### config.mk
export PLATFORM = sky130hd
export DESIGN_NAME = sdi_core
export DESIGN_NICKNAME = d
export VERILOG_FILES = /design/src/rtl/sdi_pkg.sv /design/src/rtl/sdi_core.sv
export SDC_FILE = /design/constraint.sdc
export NUM_CORES = 1
export LEC_CHECK = 0
export ABC_AREA = 1
export BUFFER_PORTS_ARGS = -buffer_cell sky130_fd_sc_hd__buf_2
export CELL_PAD_IN_SITES_DETAIL_PLACEMENT = 1
export CELL_PAD_IN_SITES_GLOBAL_PLACEMENT = 2
export CORE_MARGIN = 2
export CORE_UTILIZATION = 25
export DETAILED_ROUTE_END_ITERATION = 8
export HOLD_SLACK_MARGIN = 0.1
export PLACE_DENSITY = 0.73
export RECOVER_POWER = 100
export SETUP_SLACK_MARGIN = 0.5
export SLEW_MARGIN = 20
export SYNTH_ARGS = -nofsm -noshare
export SYNTH_HDL_FRONTEND = slang
export SYNTH_SLANG_ARGS = --single-unit
### constraint.sdc
create_clock -name i_clk -period 1.45 [get_ports i_clk]
set_input_delay 0.0725 -clock i_clk [delete_from_list [all_inputs] [get_ports i_clk]]
set_output_delay 0.0725 -clock i_clk [all_outputs]
set_load 0.01 [all_outputs]
### src/rtl/sdi_pkg.sv
// Purpose: Shared constants and types for the serial data/status block
// Assumes: Avalon-MM register access, 32-bit data, word per register
// Notes:   Printed offsets are indexes; byte address is four times index
package sdi_pkg;

  // ************************************************************
  // Register map
  // ************************************************************
  localparam logic [11:0] SDI_IDX_DATA  = 12'h0f50; // serial_data_byte
  localparam logic [11:0] SDI_IDX_CAUSE = 12'h0f51; // serial_irq_cause
  localparam logic [11:0] SDI_IDX_CTRL  = 12'h0f52; // controller control
  localparam logic [11:0] SDI_IDX_MODE  = 12'h0f53; // mode bits
  localparam logic [11:0] SDI_IDX_ADDR  = 12'h0f54; // own slave address
  localparam logic [11:0] SDI_IDX_STATE = 12'h0f55; // restart cause etc

  // ************************************************************
  // Field positions
  // ************************************************************
  localparam int SDI_B_TXE   = 7;
  localparam int SDI_B_RXF   = 6;
  localparam int SDI_B_OAM   = 5;
  localparam int SDI_B_BCA   = 4;
  localparam int SDI_B_MRD   = 3;
  localparam int SDI_B_ARB   = 2;
  localparam int SDI_B_SPR   = 1;
  localparam int SDI_B_NAK   = 0;
  localparam int SDI_B_EN    = 7;  // control: controller_enable
  localparam int SDI_B_START = 6;  // control: start request
  localparam int SDI_B_STOP  = 5;  // control: stop request
  localparam int SDI_B_BCE   = 0;  // mode: broadcast_accept_enable
  localparam int SDI_B_A10   = 1;  // mode: 10-bit addressing
  localparam int SDI_B_SLV   = 2;  // mode: slave (else master)

  // ************************************************************
  // Reset values and bus codes
  // ************************************************************
  localparam logic [7:0] SDI_RST_CAUSE = 8'h80;
  localparam logic [7:0] SDI_RST_DATA  = 8'h00;
  localparam logic [7:0] SDI_RST_CTRL  = 8'h00;
  localparam logic [7:0] SDI_GENCALL   = 8'h00;
  localparam logic [7:0] SDI_STARTBYTE = 8'h01;
  localparam logic [4:0] SDI_TENBIT_HDR = 5'b1_1110;

  // Events from the bus engine: one-cycle pulses, plus the rx_data byte value
  typedef struct packed {
    logic       rx_byte;   // data byte finished shifting in
    logic [7:0] rx_data;   // value of that byte
    logic       addr1;     // first address byte done
    logic       addr2;     // second address byte done (10-bit)
    logic       stop_rst;  // stop or repeated start seen
    logic       is_rst;    // that condition was a repeated start
    logic       nack;      // not-acknowledge sent or received
    logic       tx_take;   // engine took holding byte to shifter
  } sdi_evt_t;

  // Status flags
  typedef struct packed {
    logic txe;
    logic rxf;
    logic oam;
    logic bca;
    logic mrd;
    logic arb;
    logic spr;
    logic nak;
  } sdi_flags_t;

endpackage

### src/rtl/sdi_core.sv
// Purpose: Data holding register and interrupt cause flags of a two-wire
//          serial controller, with Avalon-MM register access
// Assumes: Bus engine events are synchronous pulses; SDA pins are pins
// Notes:   Registers answer with waitrequest low one cycle after request
`timescale 1ns/1ps

module sdi_core
  import sdi_pkg::*;
(
  // Clock and reset
  input  wire logic        i_clk,
  input  wire logic        i_resetn,
  // Avalon-MM slave
  input  wire logic [13:0] i_avs_address,
  input  wire logic        i_avs_read,
  input  wire logic        i_avs_write,
  input  wire logic [31:0] i_avs_writedata,
  input  wire logic [3:0]  i_avs_byteenable,
  output logic      [31:0] o_avs_readdata,
  output logic             o_avs_waitrequest,
  output logic      [1:0]  o_avs_response,
  // Bus engine events and state
  input  wire sdi_evt_t    i_evt,
  input  wire logic        i_shifting_rx,
  input  wire logic        i_shifting_addr,
  input  wire logic        i_in_slave_xfer,
  input  wire logic        i_start_done,
  input  wire logic        i_stop_done,
  // SDA pin view for arbitration
  input  wire logic        i_sda_pin,
  input  wire logic        i_sda_drive_hi,
  input  wire logic        i_scl_pin,
  // Engine side outputs
  output logic      [7:0]  o_tx_byte,
  output logic             o_tx_valid,
  output logic             o_enable,
  output logic             o_slave_mode,
  output logic             o_start_req,
  output logic             o_stop_req,
  output logic             o_irq_req
);

  // ************************************************************
  // State
  // ************************************************************
  typedef struct packed {
    logic [7:0] data;      // holding byte
    sdi_flags_t fl;
    logic [7:0] ctrl;
    logic [7:0] mode;
    logic [6:0] own;       // own address bits (7-bit: own[6:0])
    logic [1:0] own_hi;    // upper address bits for 10-bit
    logic       rst_cause; // restart_cause_flag
    logic       in_tenbit; // first 10-bit byte matched
    logic       ack;       // answer pending
    logic [31:0] rdata;
    logic [2:0] sda_s;     // two sync stages plus one
    logic [2:0] scl_s;
  } sdi_state_t;

  sdi_state_t s_q;
  sdi_state_t s_d;

  // Word index decode, used by read and write paths
  function automatic logic hit(input logic [13:0] a, input logic [11:0] i);
    hit = (a[13:2] == i) && (a[1:0] == 2'b00);
  endfunction

  logic       req;
  logic       wr_lane0;
  logic       rd_data;
  logic       rd_cause;
  logic       en;
  logic       slv;
  logic       scl_rise;
  logic [7:0] b;
  logic       gc;
  logic       sb;
  logic       own7;

  assign req      = (i_avs_read | i_avs_write) & ~s_q.ack;
  assign wr_lane0 = i_avs_write & req & i_avs_byteenable[0];
  assign rd_data  = i_avs_read & req & hit(i_avs_address, SDI_IDX_DATA);
  assign rd_cause = i_avs_read & req & hit(i_avs_address, SDI_IDX_CAUSE);
  assign en       = s_q.ctrl[SDI_B_EN];
  assign slv      = s_q.mode[SDI_B_SLV];
  assign scl_rise = s_q.scl_s[1] & ~s_q.scl_s[2];
  assign b        = i_evt.rx_data;
  assign gc       = (b == SDI_GENCALL);
  assign sb       = (b == SDI_STARTBYTE);
  assign own7     = (b[7:1] == s_q.own);

  // ************************************************************
  // Next state
  // ************************************************************
  always_comb
  begin
    s_d = s_q;
    s_d.ack   = req;
    s_d.sda_s = {s_q.sda_s[1:0], i_sda_pin};
    s_d.scl_s = {s_q.scl_s[1:0], i_scl_pin};

    // Read data captured before any clear this cycle
    // Only a read reloads the data word, so it holds until the next read
    if (req)
    begin
      if (i_avs_read)
      begin
        s_d.rdata = 32'h0000_0000;
        if (hit(i_avs_address, SDI_IDX_DATA))
          s_d.rdata[7:0] = s_q.data;
        else if (hit(i_avs_address, SDI_IDX_CAUSE))
          s_d.rdata[7:0] = s_q.fl;
        else if (hit(i_avs_address, SDI_IDX_CTRL))
          s_d.rdata[7:0] = s_q.ctrl;
        else if (hit(i_avs_address, SDI_IDX_MODE))
          s_d.rdata[7:0] = s_q.mode;
        else if (hit(i_avs_address, SDI_IDX_ADDR))
          s_d.rdata[8:0] = {s_q.own_hi, s_q.own};
        else if (hit(i_avs_address, SDI_IDX_STATE))
          s_d.rdata[0] = s_q.rst_cause;
      end
    end

    // Engine consumed the holding byte: empty again
    if (i_evt.tx_take && en)
      s_d.fl.txe = 1'b1;

    // Software clears (events below win)
    if (rd_data)
      s_d.fl.rxf = 1'b0;
    if (rd_cause)
    begin
      s_d.fl.oam = 1'b0;
      s_d.fl.arb = 1'b0;
      s_d.fl.spr = 1'b0;
      if (slv)
        s_d.fl.nak = 1'b0;
    end

    // Register writes; cause register has no write path
    if (wr_lane0)
    begin
      if (hit(i_avs_address, SDI_IDX_DATA) &&
          !(slv && i_in_slave_xfer && !s_q.fl.mrd))
      begin
        s_d.data   = i_avs_writedata[7:0];
        s_d.fl.txe = 1'b0;
      end
      if (hit(i_avs_address, SDI_IDX_CTRL))
      begin
        s_d.ctrl[SDI_B_EN] = i_avs_writedata[SDI_B_EN];
        // Start and stop can only be set, never written back to 0
        if (i_avs_writedata[SDI_B_START] && en)
        begin
          s_d.ctrl[SDI_B_START] = 1'b1;
          if (!slv)
            s_d.fl.nak = 1'b0;
        end
        if (i_avs_writedata[SDI_B_STOP] && en)
        begin
          s_d.ctrl[SDI_B_STOP] = 1'b1;
          if (!slv)
            s_d.fl.nak = 1'b0;
        end
        s_d.ctrl[4:0] = i_avs_writedata[4:0];
      end
      if (hit(i_avs_address, SDI_IDX_MODE))
        s_d.mode = i_avs_writedata[7:0];
      if (hit(i_avs_address, SDI_IDX_ADDR))
      begin
        s_d.own    = i_avs_writedata[6:0];
        s_d.own_hi = i_avs_writedata[8:7];
      end
    end

    if (i_start_done)
      s_d.ctrl[SDI_B_START] = 1'b0;
    if (i_stop_done)
      s_d.ctrl[SDI_B_STOP] = 1'b0;

    // ************************************************************
    // Bus events set flags only while enabled
    // ************************************************************
    if (en)
    begin
      if (i_evt.rx_byte)
      begin
        s_d.data   = b;
        s_d.fl.rxf = 1'b1;
      end
      if (i_evt.addr1)
      begin
        s_d.fl.mrd = b[0];
        if (slv)
        begin
          s_d.fl.bca = s_q.mode[SDI_B_BCE] && (gc || sb);
          s_d.in_tenbit = 1'b0;
          if (s_q.mode[SDI_B_A10])
            s_d.in_tenbit = (b[7:3] == SDI_TENBIT_HDR) &&
                            (b[2:1] == s_q.own_hi);
          if ((!s_q.mode[SDI_B_A10] && own7) ||
              (s_q.mode[SDI_B_BCE] && gc))
            s_d.fl.oam = 1'b1;
        end
      end
      if (i_evt.addr2 && slv && s_q.in_tenbit &&
          (b[6:0] == s_q.own))
        s_d.fl.oam = 1'b1;
      // Arbitration: drove high, synchronised pin low at SCL rise
      if (!slv && i_sda_drive_hi && scl_rise && !s_q.sda_s[1])
        s_d.fl.arb = 1'b1;
      if (slv && i_evt.stop_rst && i_in_slave_xfer)
      begin
        s_d.fl.spr    = 1'b1;
        s_d.rst_cause = i_evt.is_rst;
      end
      if (i_evt.nack && slv && s_q.fl.mrd)
        s_d.fl.nak = 1'b1;
      if (i_evt.nack && !slv && !s_q.ctrl[SDI_B_START] &&
          !s_q.ctrl[SDI_B_STOP])
        s_d.fl.nak = 1'b1;
    end
    else
    begin
      // Disabled: qualifiers and requests drop
      s_d.fl.bca = 1'b0;
      s_d.fl.mrd = 1'b0;
      s_d.ctrl[SDI_B_START] = 1'b0;
      s_d.ctrl[SDI_B_STOP]  = 1'b0;
      s_d.in_tenbit = 1'b0;
    end
  end

  // ************************************************************
  // Registers
  // ************************************************************
  always_ff @(posedge i_clk or negedge i_resetn)
  begin
    if (!i_resetn)
    begin
      s_q        <= '0;
      s_q.fl     <= SDI_RST_CAUSE;
      s_q.data   <= SDI_RST_DATA;
      s_q.ctrl   <= SDI_RST_CTRL;
      // Start synchronisers at the idle high level: no false SCL edge
      s_q.sda_s  <= '1;
      s_q.scl_s  <= '1;
    end
    else
      s_q <= s_d;
  end

  // ************************************************************
  // Outputs
  // ************************************************************
  // Empty interrupt hidden while receiving or shifting a read address
  logic txe_irq;
  assign txe_irq = s_q.fl.txe && en && !i_shifting_rx &&
                   !(i_shifting_addr && s_q.fl.mrd);

  // Qualifier bits bca and mrd deliberately left out
  assign o_irq_req = txe_irq | s_q.fl.rxf | s_q.fl.oam |
                     s_q.fl.arb | s_q.fl.spr | s_q.fl.nak;

  // Shifter lives in the engine; only the holding byte is visible
  assign o_tx_byte         = s_q.data;
  assign o_tx_valid        = en && !s_q.fl.txe;
  assign o_enable          = en;
  assign o_slave_mode      = slv;
  assign o_start_req       = s_q.ctrl[SDI_B_START];
  assign o_stop_req        = s_q.ctrl[SDI_B_STOP];
  assign o_avs_readdata    = s_q.rdata;
  assign o_avs_waitrequest = ~s_q.ack;
  assign o_avs_response    = 2'b00;

endmodule

==> impl_results.md <==
- Antenna viol nets, final: 0
- Outcome: complete, but fails checks
- Max-cap viol count: 0
- Largest net degree at the start of global routing: 59
- Clock net sink count: just under 60
- Yosys warns: 0
- Layout cells sized above 1: approximately two fifths
- DR WL/cell: ~17 um
- Worst Path Arrival: approximately 1500 ps
- Mapped cell area: approximately 3700 um^2
- Yosys cell types: 38
- Reg2Reg Setup Slack: -80 ps
- Worst min-delay path class: in2reg
- Max IR drop VDD: 0.432 mV
- Initial drt markers: ~170
- # rows: between 40 and 50
- Post-synth top area share: 35.4%
- Final #Nets: 726
- First-pass GRT wire length: ~22000 um
- Crit. End Element: output pin
- Nature of the critical path startpoint: flop
- Post-synth top flop: dfrtp_1
- Post-synth EDFFs: 0
- Sequential cell area fraction in the yosys report: between 30% and 40%
- Clk_lat worst skew: around 340 ps
- Post-layout util: between 30% and 40%
- Design area: roughly 5600 um^2
- # DRC: 0
- Relative slew slack: around 43%
- Cell Area, Placed: 4320 um^2
- Hpwl dp: around 10000 um
- Num CTS Buffers: 9
- Via Count: ~3800
- Die Footprint: about 16000 um^2
- Slew @ Worst Pin: between 800 and 900 ps
- Area contributors post-synth: dfrtp_1 (35%), nand2_1 (13%), buf_4 (8.8%)
- Cell with the most instances after synthesis: nand2_1
- Post-Syn Instances: about 500
- Die Ht: 125 um
- Final hold violations: 0
- First-pass DRT Iterations: 4
- CP Class: reg2out
- Synth area leader: dfrtp_1
- Power Dens Cells: ~830 nW/um^2
- Vias in the first global route: between 4000 and 5000
- Vias/cell: 4.57
- Total gr overflow: 0
- Fmax: ~640 MHz
- Clock skew: approximately 12 ps
- I/O pins: 126
- Chip width: approximately 130 um
- Buffers on Ports: between 70 and 80
- WP data required: ~1400 ps
- Max Buffers Root-to-Sink: 2
- RSZ-0062 raised after global routing: true
- Filler cells: ~1800
- CTS root buf: clkbuf_16
- Clock-pin slew on the worst setup and hold paths: roughly 50 ps
- Final wirelength: around 14000 um
- H-Tree Depth: 3
- Synth cell count leaders: nand2_1 (123), inv_1 (74), dfrtp_1 (52), buf_4 (43), o21ai_0 (38)
- Final period util: 109%
- Violated checks: negative setup slack
- Final max-slew violation count: 0
- Core ar.: ~14000 um^2
- Synth Register Bits: 58
- Critical Path Fanout Max: 3
- Total GRT Usage: ~18%
- Static leakage power: 2.91 nW
- Fin crit period: 1570 ps
- Initial antenna violation count: 0
- Syn Area/Cell: 7.42 um^2
- PnR worst setup slack: -125 ps
- Final Setup Violations: 17
- Gpl congestion: 0.851
- Area grow syn2layout: 53.7%
- Diode count: 0
- Initial Utilization: 25.5%
- CTS tree: built
- Asr flop ratio synth: between 90% and 100%
[report_power, final]
group | switching [mW] | internal, mW
registers | 0.0290 | 1.66
clock network | 0.787 | 1.55
logic | 0.389 | 0.294
[stage by stage]
stage	worst slack, ps	TNS [ps]	std cells	power [mW]	hold WS [ps]
2_1_floorplan	154	0	519	1.97	-223
3_3_place_gp	-15.3	-28.5	756	2.17	103
3_5_place_dp	-36.4	-98.7	756	2.18	114
4_1_cts	-121	-121	823	4.70	74.8
5_1_grt	-188	-2060	838	4.87	153
6_report	-125	-607	838	4.71	147
[state kept, by name, indices dropped and copies added, names as in the netlist]
name,flops
s_d,4
o_enable,1
o_tx_byte,8
o_slave_mode,1
o_avs_readdata,9
o_start_req,1
o_stop_req,1
s_q,33
[layout by cell type, fill, tap and decap left out, types with 5 or more instances in the layout]
cell type	synthesis	routed
dlygate4sd3_1	0	29
nor2_4	4	10
buf_6	1	19
inv_2	1	13
buf_4	43	38
dfstp_2	6	5
xor2_1	10	10
nand2_2	1	24
nand3_1	24	15
buf_2	5	70
o21ai_0	38	8
nor3_2	0	5
o21ai_2	0	19
conb_1	1	25
dfrtp_1	52	44
dfrtp_2	0	8
inv_1	74	60
o21ai_1	11	20
nand2_1	123	96
clkbuf_16	0	9
nor2_1	34	27
nand4_1	27	27
nand2_4	1	5
clkbuf_1	4	6
nand3_2	2	7
nand3_4	1	5
[area by class of cell]
class / count / area (um^2) / area share, %
multi-input combinational: 332 / 2040 / 36.2
sequential: 58 / 1470 / 26.0
timing repair buffer: 170 / 1270 / 22.5
inverter: 78 / 310 / 5.50
clock buffer: 11 / 243 / 4.30
tap: 184 / 230 / 4.08
clock inverter: 5 / 78.8 / 1.40
[cell families after synthesis]
kind of cell,synth area share (%)
AOI/OAI and AO/OA,9.00
xor gates and xnor gates,2.39
buffers and inverters,18.2
DFF,39.7
muxes,1.12
other,0.102
and+or+nand+nor,29.5
[worst paths after layout]
kind                                    from                            end  depth (start not counted)
max reg2reg                s_q[38]$_DFF_PN0_       o_slave_mode$_DFFE_PN0P_                          9
max                        s_q[73]$_DFF_PN1_                      o_irq_req                          4
min                                 i_evt[6]              s_q[71]$_DFF_PN0_                          4
min reg2reg                 s_d[4]$_DFF_PN1_               s_d[5]$_DFF_PN1_                          0
max in group asynchronous           i_resetn            s_q[49]$_DFFE_PN0P_                          3
min in group asynchronous           i_resetn  o_avs_readdata[2]$_DFFE_PN0N_                          3
[critical path, cell delays in order (launching register included)]
cell	delay (ps)
dfstp_2	550
inv_2	60
a2111o_1	340
nand4_1	90
buf_2	140
[per-layer routing]
| metal | routed length (um) | global-route usage [%] |
|---|---|---|
| met5 | 0 | 0 |
| met4 | 272 | 4.77 |
| met3 | 558 | 2.95 |
| met2 | 7130 | 30.6 |
| met1 | 6260 | 23.5 |
[timing repair]
| item | CTS | global route |
|---|---|---|
| endpoints found under the setup margin | 67 | 67 |
| gates resized for setup | 102 | 72 |
| hold buffers | 29 | 0 |
| pin swaps | 40 | 28 |
| setup buffers | 19 | 15 |
| gates cloned | 3 | 0 |
| hold endpoints to repair | 96 | 0 |
No activity file was read; power rests on OpenSTA's default activity.
